==> src/puic_filter.sv <==
// package of shared constants and types, plus the per-pin input filter
// assumes: one 100 MHz clock, asynchronous active-low reset, inputs pulled high
package puic_pkg;
  // timing
  localparam int CLK_MHZ       = 100;
  localparam int PULSE_MIN_US  = 100000;                 // 0.1 s least pulse
  localparam int PULSE_MIN_CYC = PULSE_MIN_US * CLK_MHZ;  // cycles in 0.1 s
  localparam int FILT_CYC      = PULSE_MIN_CYC / 2;      // glitch window
  localparam int CNT_W         = 24;
  // channels
  localparam int N_CH    = 3;
  localparam int CH_DIR  = 0;
  localparam int CH_TRIG = 1;
  localparam int CH_FOOT = 2;
  // register offsets
  localparam logic [7:0] ADDR_CTRL  = 8'h00;
  localparam logic [7:0] ADDR_STAT  = 8'h04;
  localparam logic [7:0] ADDR_EVT   = 8'h08;
  localparam logic [7:0] ADDR_CHAIN = 8'h0C;
  // field positions
  localparam int CTRL_MODE_LSB  = 0;
  localparam int CTRL_TRIG_BIT  = 4;
  localparam int CTRL_RUN_SET   = 5;
  localparam int CTRL_RUN_CLR   = 6;
  localparam int STAT_RUN_BIT   = 0;
  localparam int STAT_INF_BIT   = 1;
  localparam int STAT_TRIG_BIT  = 2;
  localparam int STAT_REFUSED   = 3;
  localparam int STAT_PIN_LSB   = 8;
  localparam int CHAIN_MIX_BIT  = 8;
  // chain limits and reset values
  localparam logic [6:0] CHAIN_MAX_SAME  = 7'h63;        // 99 pumps
  localparam logic [6:0] CHAIN_MAX_MIXED = 7'h05;        // 5 pumps
  localparam logic [6:0] CHAIN_CNT_RST   = 7'h01;
  localparam logic       TRIG_RST        = 1'b0;
  localparam logic       INFUSE_RST      = 1'b1;

  typedef enum logic [1:0] {FS_TOGGLE, FS_RISE_START, FS_FALL_START} puic_mode_t;

  typedef struct packed {
    logic        cyc;
    logic        stb;
    logic        we;
    logic [7:0]  adr;
    logic [3:0]  sel;
    logic [31:0] dat;
  } puic_wb_req_t;

  typedef struct packed {
    logic        ack;
    logic [31:0] dat;
  } puic_wb_rsp_t;

  typedef struct packed {
    logic lvl;
    logic rise;
    logic fall;
  } puic_edge_t;

  typedef struct packed {
    logic             s1;
    logic             s2;
    logic             s3;
    logic [CNT_W-1:0] cnt;
    puic_edge_t       ev;
  } puic_filt_t;
endpackage : puic_pkg

`timescale 1ns/1ps
module puic_filter #(
  parameter int FILT = puic_pkg::FILT_CYC
) (
  input  wire logic             sys_clk,
  input  wire logic             nrst,
  input  wire logic             pin,
  output puic_pkg::puic_edge_t  ev
);
  import puic_pkg::*;

  puic_filt_t q, d;

  // refuse a window the counter cannot hold
  if (FILT < 1 || FILT >= (1 << CNT_W)) begin : g_bad_filt
    $error("puic_filter: FILT out of range");
  end

  // sync chain, then a level must hold FILT cycles before it counts
  always_comb begin
    d         = q;
    d.s1      = pin;
    d.s2      = q.s1;
    d.s3      = q.s2;
    d.ev.rise = 1'b0;
    d.ev.fall = 1'b0;
    if (q.s2 == q.s3 && q.s3 != q.ev.lvl) begin
      if (q.cnt >= CNT_W'(FILT - 1)) begin
        d.ev.lvl  = q.s3;
        d.ev.rise = q.s3;
        d.ev.fall = ~q.s3;
        d.cnt     = '0;
      end else begin
        d.cnt = q.cnt + CNT_W'(1);
      end
    end else begin
      d.cnt = '0;
    end
  end

  // undriven pin reads as high from reset
  always_ff @(posedge sys_clk or negedge nrst) begin
    if (!nrst) begin
      q <= '{s1: 1'b1, s2: 1'b1, s3: 1'b1, cnt: '0, ev: '{lvl: 1'b1, rise: 1'b0, fall: 1'b0}};
    end else begin
      q <= d;
    end
  end

  assign ev = q.ev;
endmodule : puic_filter

==> src/puic_top.sv <==
// user i/o control: direction, event trigger and footswitch inputs,
// trigger and run indicator outputs, wishbone register slave
// assumes: pins are asynchronous to sys_clk; wishbone master on sys_clk
//
// Added by the designer: the register addresses and the Wishbone slave port.
`timescale 1ns/1ps

// Notes on behaviour
// - a rising direction input sets the pump to infuse.
// - a falling direction input sets the pump to refill.
// - a falling event trigger fires one method event, a rising one does nothing.
// - in toggle mode each falling footswitch edge flips run and stop.
// - in rising-start mode a rising footswitch edge starts and a falling one stops.
// - in falling-start mode a falling footswitch edge starts and a rising one stops.
// - the footswitch mode is a stored setting chosen from exactly those three modes.
// - the trigger output is low after reset and moves only by method or serial command.
// - the run indicator is low while running and high while stopped.
// - a chain of pumps of one firmware generation holds up to 99 pumps.
module puic_top #(
  parameter int FILT = puic_pkg::FILT_CYC
) (
  input  wire logic                  sys_clk,
  input  wire logic                  nrst,
  input  wire logic                  dir_pin,
  input  wire logic                  trig_pin,
  input  wire logic                  foot_pin,
  input  wire puic_pkg::puic_wb_req_t wb_req,
  output puic_pkg::puic_wb_rsp_t     wb_rsp,
  output logic                       trig_out,
  output logic                       run_n_out,
  output logic                       infuse,
  output logic                       method_evt
);
  import puic_pkg::*;

  typedef struct packed {
    puic_mode_t   mode;
    logic         trig;
    logic         run;
    logic         run_n;
    logic         infuse;
    logic         evt;
    logic [15:0]  evt_cnt;
    logic [6:0]   chain_cnt;
    logic         mixed;
    logic         refused;
    puic_wb_rsp_t rsp;
  } puic_state_t;

  puic_state_t q, d;
  puic_edge_t  ev [N_CH];
  logic [N_CH-1:0] pins;
  logic [N_CH-1:0] lvls;

  assign pins = {foot_pin, trig_pin, dir_pin};

  // one filter per input pin
  genvar gi;
  generate
    for (gi = 0; gi < N_CH; gi++) begin : g_ch
      puic_filter #(.FILT(FILT)) u_filt (
        .sys_clk (sys_clk),
        .nrst    (nrst),
        .pin     (pins[gi]),
        .ev      (ev[gi])
      );
      assign lvls[gi] = ev[gi].lvl;
    end
  endgenerate

  // the filter counter cannot hold a window outside this range
  if (FILT < 1 || FILT >= (1 << CNT_W)) begin : g_bad_filt
    $error("puic_top: FILT out of range");
  end

  // bus decode
  logic        req;
  logic        wr;
  logic [6:0]  new_cnt;
  logic        new_mix;
  logic [6:0]  limit;
  logic [31:0] rd;
  logic        ctrl_wr;
  logic        chain_wr;

  always_comb begin
    req     = wb_req.cyc & wb_req.stb & ~q.rsp.ack;
    wr      = req & wb_req.we;
    // write strobes for the two writable registers
    ctrl_wr  = wr & (wb_req.adr == ADDR_CTRL) & wb_req.sel[0];
    chain_wr = wr & (wb_req.adr == ADDR_CHAIN) & (wb_req.sel[0] | wb_req.sel[1]);
    new_cnt = wb_req.sel[0] ? wb_req.dat[6:0] : q.chain_cnt;
    new_mix = wb_req.sel[1] ? wb_req.dat[CHAIN_MIX_BIT] : q.mixed;
    limit   = new_mix ? CHAIN_MAX_MIXED : CHAIN_MAX_SAME;
    rd      = 32'h0000_0000;
    case (wb_req.adr)
      ADDR_CTRL: begin
        rd[CTRL_MODE_LSB +: 2] = q.mode;
        rd[CTRL_TRIG_BIT]      = q.trig;
      end
      ADDR_STAT: begin
        rd[STAT_RUN_BIT]             = q.run;
        rd[STAT_INF_BIT]             = q.infuse;
        rd[STAT_TRIG_BIT]            = q.trig;
        rd[STAT_REFUSED]             = q.refused;
        rd[STAT_PIN_LSB +: N_CH]     = lvls;
      end
      ADDR_EVT: begin
        rd[15:0] = q.evt_cnt;
      end
      ADDR_CHAIN: begin
        rd[6:0]           = q.chain_cnt;
        rd[CHAIN_MIX_BIT] = q.mixed;
      end
      default: begin
        rd = 32'h0000_0000;
      end
    endcase
  end

  // next state
  always_comb begin
    d         = q;
    d.evt     = 1'b0;
    d.rsp.ack = req;
    d.rsp.dat = req ? rd : 32'h0000_0000;

    // direction follows the filtered edges
    if (ev[CH_DIR].rise) begin
      d.infuse = 1'b1;
    end else if (ev[CH_DIR].fall) begin
      d.infuse = 1'b0;
    end

    // method event on falling trigger only
    if (ev[CH_TRIG].fall) begin
      d.evt     = 1'b1;
      d.evt_cnt = q.evt_cnt + 16'h0001;
    end

    // footswitch run control by stored mode
    case (q.mode)
      FS_TOGGLE: begin
        if (ev[CH_FOOT].fall) begin
          d.run = ~q.run;
        end
      end
      FS_RISE_START: begin
        if (ev[CH_FOOT].rise) begin
          d.run = 1'b1;
        end else if (ev[CH_FOOT].fall) begin
          d.run = 1'b0;
        end
      end
      FS_FALL_START: begin
        if (ev[CH_FOOT].fall) begin
          d.run = 1'b1;
        end else if (ev[CH_FOOT].rise) begin
          d.run = 1'b0;
        end
      end
      default: begin
        d.run = q.run;
      end
    endcase

    // register writes; software run commands override the footswitch
    if (ctrl_wr) begin
      if (wb_req.dat[CTRL_MODE_LSB +: 2] != 2'b11) begin
        d.mode = puic_mode_t'(wb_req.dat[CTRL_MODE_LSB +: 2]);
      end
      d.trig = wb_req.dat[CTRL_TRIG_BIT];
      if (wb_req.dat[CTRL_RUN_SET]) begin
        d.run = 1'b1;
      end else if (wb_req.dat[CTRL_RUN_CLR]) begin
        d.run = 1'b0;
      end
    end

    // chain size write is refused beyond the limit
    if (chain_wr) begin
      if (new_cnt != 7'h00 && new_cnt <= limit) begin
        d.chain_cnt = new_cnt;
        d.mixed     = new_mix;
        d.refused   = 1'b0;
      end else begin
        d.refused = 1'b1;
      end
    end

    d.run_n = ~d.run;
  end

  // state register
  always_ff @(posedge sys_clk or negedge nrst) begin
    if (!nrst) begin
      q <= '{mode: FS_TOGGLE, trig: TRIG_RST, run: 1'b0, run_n: 1'b1, infuse: INFUSE_RST,
             evt: 1'b0, evt_cnt: 16'h0000, chain_cnt: CHAIN_CNT_RST, mixed: 1'b0,
             refused: 1'b0, rsp: '{ack: 1'b0, dat: 32'h0000_0000}};
    end else begin
      q <= d;
    end
  end

  // outputs straight from flops
  assign wb_rsp     = q.rsp;
  assign trig_out   = q.trig;
  assign run_n_out  = q.run_n;
  assign infuse     = q.infuse;
  assign method_evt = q.evt;
endmodule : puic_top

==> config.mk <==
export PLATFORM = sky130hd
export DESIGN_NAME = puic_top
export DESIGN_NICKNAME = d
export VERILOG_FILES = /design/src/puic_filter.sv /design/src/puic_top.sv
export SDC_FILE = /design/constraint.sdc
export NUM_CORES = 1
export LEC_CHECK = 0
export BUFFER_PORTS_ARGS = -buffer_cell sky130_fd_sc_hd__buf_4
export CAP_MARGIN = 20
export CORE_ASPECT_RATIO = 0.8
export CORE_MARGIN = 2
export CORE_UTILIZATION = 55
export CTS_BUF_LIST = sky130_fd_sc_hd__clkbuf_4 sky130_fd_sc_hd__clkbuf_8
export DETAILED_ROUTE_END_ITERATION = 16
export PLACE_DENSITY = 0.77
export SYNTH_ARGS = -nofsm -noshare
export SYNTH_HDL_FRONTEND = slang
export SYNTH_SLANG_ARGS = --single-unit
==> constraint.sdc <==
create_clock -name sys_clk -period 3.25 [get_ports sys_clk]
set_clock_uncertainty 0.2 [all_clocks]
set_input_delay 0.975 -clock sys_clk [delete_from_list [all_inputs] [get_ports sys_clk]]
set_output_delay 0.975 -clock sys_clk [all_outputs]
set_load 0.005 [all_outputs]
Yosys cells after proc, flatten, opt, wreduce, memory -nomap -nowiden
Index checks and enable logic that the tools add are counted.
Word-level totals
  register bits after elaboration: 138
  bits in latches: 0
  bits in writable memories: 0
  ROM bits: 0
  logic and storage cells: 116
  memories: 0
Cells by class
  add/sub/neg operators: 4
  multiply operators: 0
  div/mod/pow operators: 0
  magnitude comparators: 4
  equal/unequal tests: 12
  shift operators: 0
  multiplexer cells: 37
  bitwise gates (word level): 14
  reductions and logical operators: 13
Operators by type and width (count)
  $mux 24: 6
  $add 24x1->24 const B: 3
  $ge 24x23->1 const B: 3
  $mux 17: 1
  $add 16x1->16 const B: 1
  $eq 8x4->1 const B: 2
  $mux 16: 1
  $mux 1: 15
  $mux 7: 2
  $reduce_and 2->1: 5
  $pmux 1 s3: 3
  $eq 8x3->1 const B: 1
  $logic_not 8->1: 1
  $mux 2: 4
  $pmux 2 s2: 2
  $pmux 2 s4: 1
  $and 1x1->1: 7
  $le 7x7->1: 1
  $reduce_bool 7->1: 1
  $not 1->1: 6
  $pmux 2 s3: 1
  $mux 5: 1
  $logic_and 1x1->1: 4
  $eq 1x1->1: 3
  other kinds (7): 9

Depth between registers and ports, before layout
  word-level depth: 7
  mapped depth: 8
  depth with buffers taken out: 8

By module
Synthesis repeated with hierarchy kept, for this count alone.
Unflattened totals
  cells, all modules: 657
  area, all modules: 7454.6 sq um
Modules (own cells, without submodules)
  puic_filter: times used 3, cells each 142, area each 1630.3 sq um
  puic_top: times used 1, cells each 231, area each 2563.7 sq um

Worst setup path before layout
Ideal clock, no wire load.
  path type: in2reg
  from: input port wb_req[32] in the netlist's numbering
  to: register q[38] in the netlist's numbering
  library setup time: 0.125 ns
  arrival time: 3.235 ns
  slack: -0.310 ns
  stages on the path: 8
  buffers on the path: 1
  cell sequence: buf_2 > mux2_2 > ha_1 > a2111oi_0 > a21oi_1 > o22a_1 > nor4_1 > mux2_2
On the way
  cells in the longest elaborated chain, start to end: 4
RTL lines
  from (decl): line puic_top.sv:27  | input wire puic_pkg::puic_wb_req_t wb_req,
  $mux 7 *: line puic_top.sv:92  | new_cnt = wb_req.sel[0] ? wb_req.dat[6:0] : q.chain_cnt;
  named net new_cnt[2]: line puic_top.sv:79  | logic [6:0] new_cnt;
  $le 7x7->1 / $reduce_bool 7->1 (equally long branches): line puic_top.sv:182  | if (new_cnt != 7'h00 && new_cnt <= limit) begin
  $logic_and 1x1->1 *: line puic_top.sv:182
  $reduce_and 2->1 (no line) *
  to (signal assigned): line puic_top.sv:197  | q <= '{mode: FS_TOGGLE, trig: TRIG_RST, run: 1'b0, run_n: 1'b1, infuse: INFUSE_RST,
  to (decl): line puic_top.sv:50  | puic_state_t q, d;
The timed path passes the listed nets; every way through them passes the cells marked *.
A chain may end at the register's enable or synchronous reset.

Worst setup path in the final report
  from: input port wb_req[33] in the netlist's numbering
  to: register q[37] in the netlist's numbering
On the way
  cells in the longest elaborated chain, start to end: 5
RTL lines
  $mux 1: line puic_top.sv:93  | new_mix = wb_req.sel[1] ? wb_req.dat[CHAIN_MIX_BIT] : q.mixed;
  named net new_mix: line puic_top.sv:80  | logic new_mix;
  $mux 7: line puic_top.sv:94  | limit = new_mix ? CHAIN_MAX_MIXED : CHAIN_MAX_SAME;
  $le 7x7->1: line puic_top.sv:182
  $logic_and 1x1->1: line puic_top.sv:182
  $reduce_and 2->1 (no line)
The timed path passes the listed nets, and every way through them passes these cells.

==> flow_summary.yaml <==
placed_design:
  post-dp-hpwl_um: 9000
  place_congestion: 0.906
  post_dp_cell_area_um2: 7160
  port_buffers: 46
  post-place-cells: 827
critical_path:
  reg2reg_slack_ns: 0.60
  path_max_fanout: 5
  crit_path_top_delay_cell: "mux2_2"
  cp_common_cell: "buf_4"
  cp.required_ns: 3.37
  cp_slowest_stage_delay_ns: 0.38
  crit_path_cell_trace: "buf_4, mux2_2, inv_2, ha_4, a2111oi_4, a21oi_1, o22a_1, nor4_4, buf_4, mux2_4"
  end_kind: "flip-flop"
  crit_type: "in2reg"
  reg2reg_depth: 9
  r2r_end: "q[37]$_DFFE_PN0P_"
  reg2reg_from: "q[34]$_DFFE_PN0P_"
  cp_data_arrival_time_ns: 3.05
  start_kind: "primary input"
sta:
  setup_viol: 0
  fmax_mhz: 342
  rsz0062_at_grt: "false"
  fin_crit_ns: 2.93
  slew_viol_final: 0
  period_share_pct: 90.1
  slew_headroom_pct: 49.6
  worstMarginPinSlew_ns: 0.750
  hold_viol: 0
synthesis:
  synth_edf_count: 0
  yosysSeqAreaShare_pct: 51.7
  avgSynthCellArea_um2: 10.4
  yosysTopAreaCellShare_pct: 45.8
  synth.area.top_cells: "dfrtp_1 46%, dfstp_2 5.9%, nor2_1 5.8%"
  ys_ff_latch: 138
  async_flop_share_pct: 100
  syn_area_um2: 6720
  synthCells: 645
  yosys.cell_types.count: 55
  ys_warn_count: 0
  synthFlopType: "dfrtp_1"
  synth_largest_area_cell: "dfrtp_1"
cts:
  clk-insertion-delay-late_ns: 0.44
  clkSlewWorstSetupHoldPaths_ns: 0.08
  cts_resized: 0
  htree_levels: 4
  cts_sinks: 138
  cts_tree: "yes"
  cts_setup_buffers: 0
  cts-root-buf: "clkbuf_8"
  cts_buffer_depth: 2
  cts-buffers-inserted: 17
  ctsHoldBuffers: 0
route:
  drt_iter0_markers: 320
  antenna_left: 0
  vias_per_cell: 5.52
  drt_wl_total_um: 13100
  num_vias: 4739
  drc: 0
  drt_first_pass_iters: 4
  wl_per_cell_um: 15.2
job:
  cap_violations: 0
power_and_ir_drop:
  internal_power_uw: 2870
  seqPwrFrac_pct: 49.2
  switching_share_pct: 22.9
  power.share.clock_pct: 43.2
  switching_power_uw: 854
  combinationalPowerShare_pct: 7.6
  p_per_area_nw_per_um2: 489
  fin_total_pwr_uw: 3730
  leakage_uw: 0.00336
  vdd_drop_max_v: 0.000283
final_layout:
  final_cell_mix: "123 x dfrtp_1, 104 x nor2_1, 58 x buf_4"
  seq_area_um2: 3470
  postLayoutCoreUtil_pct: 63.4
  finalNonFillerCells: 859
  n_antenna_cell: 0
  drive_gt1_share_pct: 20.9
  multi_input_area_um2: 2980
  layout_commonest_cell: "dfrtp_1"
  fill_cells: 956
  synthToLayoutAreaGrowth_pct: 13.5
  fin_nets: 755
  fin_area_um2: 7630
floorplanning:
  row_count: 36
  die_h_um: 103
  fp.dieW_um: 128
  start_util_pct: 55.9
  core_area_um2: 12000
  io_pins: 89
  die_area_um2: 13100
global_routing:
  grt_pass1_vias: 4735
  antenna_found_initial: 0
  grt_max_degree: 63
  grt_pass1_wl_um: 22400
  track_usage_pct: 21.6
  grt_overflow: 0
worst_hold_path:
  holdPathEnd: "g_ch[1].u_filt.d[27]$_DFF_PN1_"
  hold_depth: 0
  min_path_type: "reg2reg"
  min_from: "g_ch[1].u_filt.d[28]$_DFF_PN1_"
run_status:
  status: "finished, final reports clean"
cells in the mapped netlist, types with 7 or more instances:
cell	instances
dfrtp_1	123
nor2_1	104
xor2_1	43
nand2_1	40
nand3_1	34
buf_4	33
xnor2_1	33
mux2_2	18
nand4_1	17
inv_1	16
dfstp_2	15
a21oi_1	12
and3_1	12
nor3_1	12
and2_1	11
nor4_1	11
nor2_2	10
ha_1	9
and4_1	7
cell families after synthesis:
| logic type | synth area share [%] |
|---|---|
| DFF | 51.7 |
| adders and majority gates | 1.68 |
| and+or+nand+nor | 21.3 |
| other | 0.0558 |
| xor gates and xnor gates | 9.91 |
| buffers and inverters | 6.11 |
| muxes | 3.99 |
| AOI/OAI and AO/OA | 5.25 |
worst max-delay path by stage:
stage                    start                 to  slack [ns]  cells past startpoint
floorplan           wb_req[32]  q[34]$_DFFE_PN0P_      -0.002                      8
global placement    wb_req[33]  q[36]$_DFFE_PN0P_        -0.1                     10
detailed placement  wb_req[33]  q[37]$_DFFE_PN0P_       -0.12                     10
CTS                 wb_req[33]  q[37]$_DFFE_PN0P_        0.35                     10
global route        wb_req[33]  q[36]$_DFFE_PN0P_        0.25                     10
finish              wb_req[33]  q[37]$_DFFE_PN0P_        0.32                     10
cell type report:
class	count	area share, %
Sequential cell	138	45.5
Multi-Input combinational cell	461	39.0
Timing Repair Buffer	60	6.12
Inverter	16	0.787
Tap cell	152	2.49
Clock buffer	21	3.54
Clock inverter	11	2.53
routing by layer:
layer / up-vias / routed length, µm / GRT usage (%)
met5: - / 0 / 0
met4: 0 / 108 / 6.85
met3: 12 / 643 / 5.09
met2: 124 / 6210 / 35.7
met1: 2344 / 6100 / 28.8
li1: 2259 / - / -
critical path: cells and delay by family:
kind | cells | cell delay (ns)
buf+inv | 3 | 0.38
fa+ha+maj | 1 | 0.21
compound gates | 3 | 0.63
simple gates | 1 | 0.17
mux | 2 | 0.69
metrics by stage:
step | setup TNS, ns | hold slack [ns] | worst slack [ns]
global placement | -0.494 | 0.147 | -0.0950
floorplan | -0.00819 | 0.145 | -0.00164
CTS | 0 | 0.156 | 0.353
global route | 0 | 0.164 | 0.253
finish | 0 | 0.157 | 0.323
detailed placement | -0.672 | 0.148 | -0.123
power groups by stage:
stage	Combinational (µW)	Clock, µW	Sequential (µW)
floorplan	183	0	1850
CTS	285	1640	1830
finish	282	1610	1830
global route	321	1720	1840
global placement	270	0	1860
detailed placement	281	0	1870
flip-flops by register name, indices dropped and copies added (netlist names):
name and cells:
trig_out 1, wb_rsp 17, infuse 1, g_ch.u_filt.q 75, g_ch.u_filt.ev 8, q 28
g_ch.u_filt.d 6, run_n_out 1, method_evt 1
(Power assumes the default switching activity.)
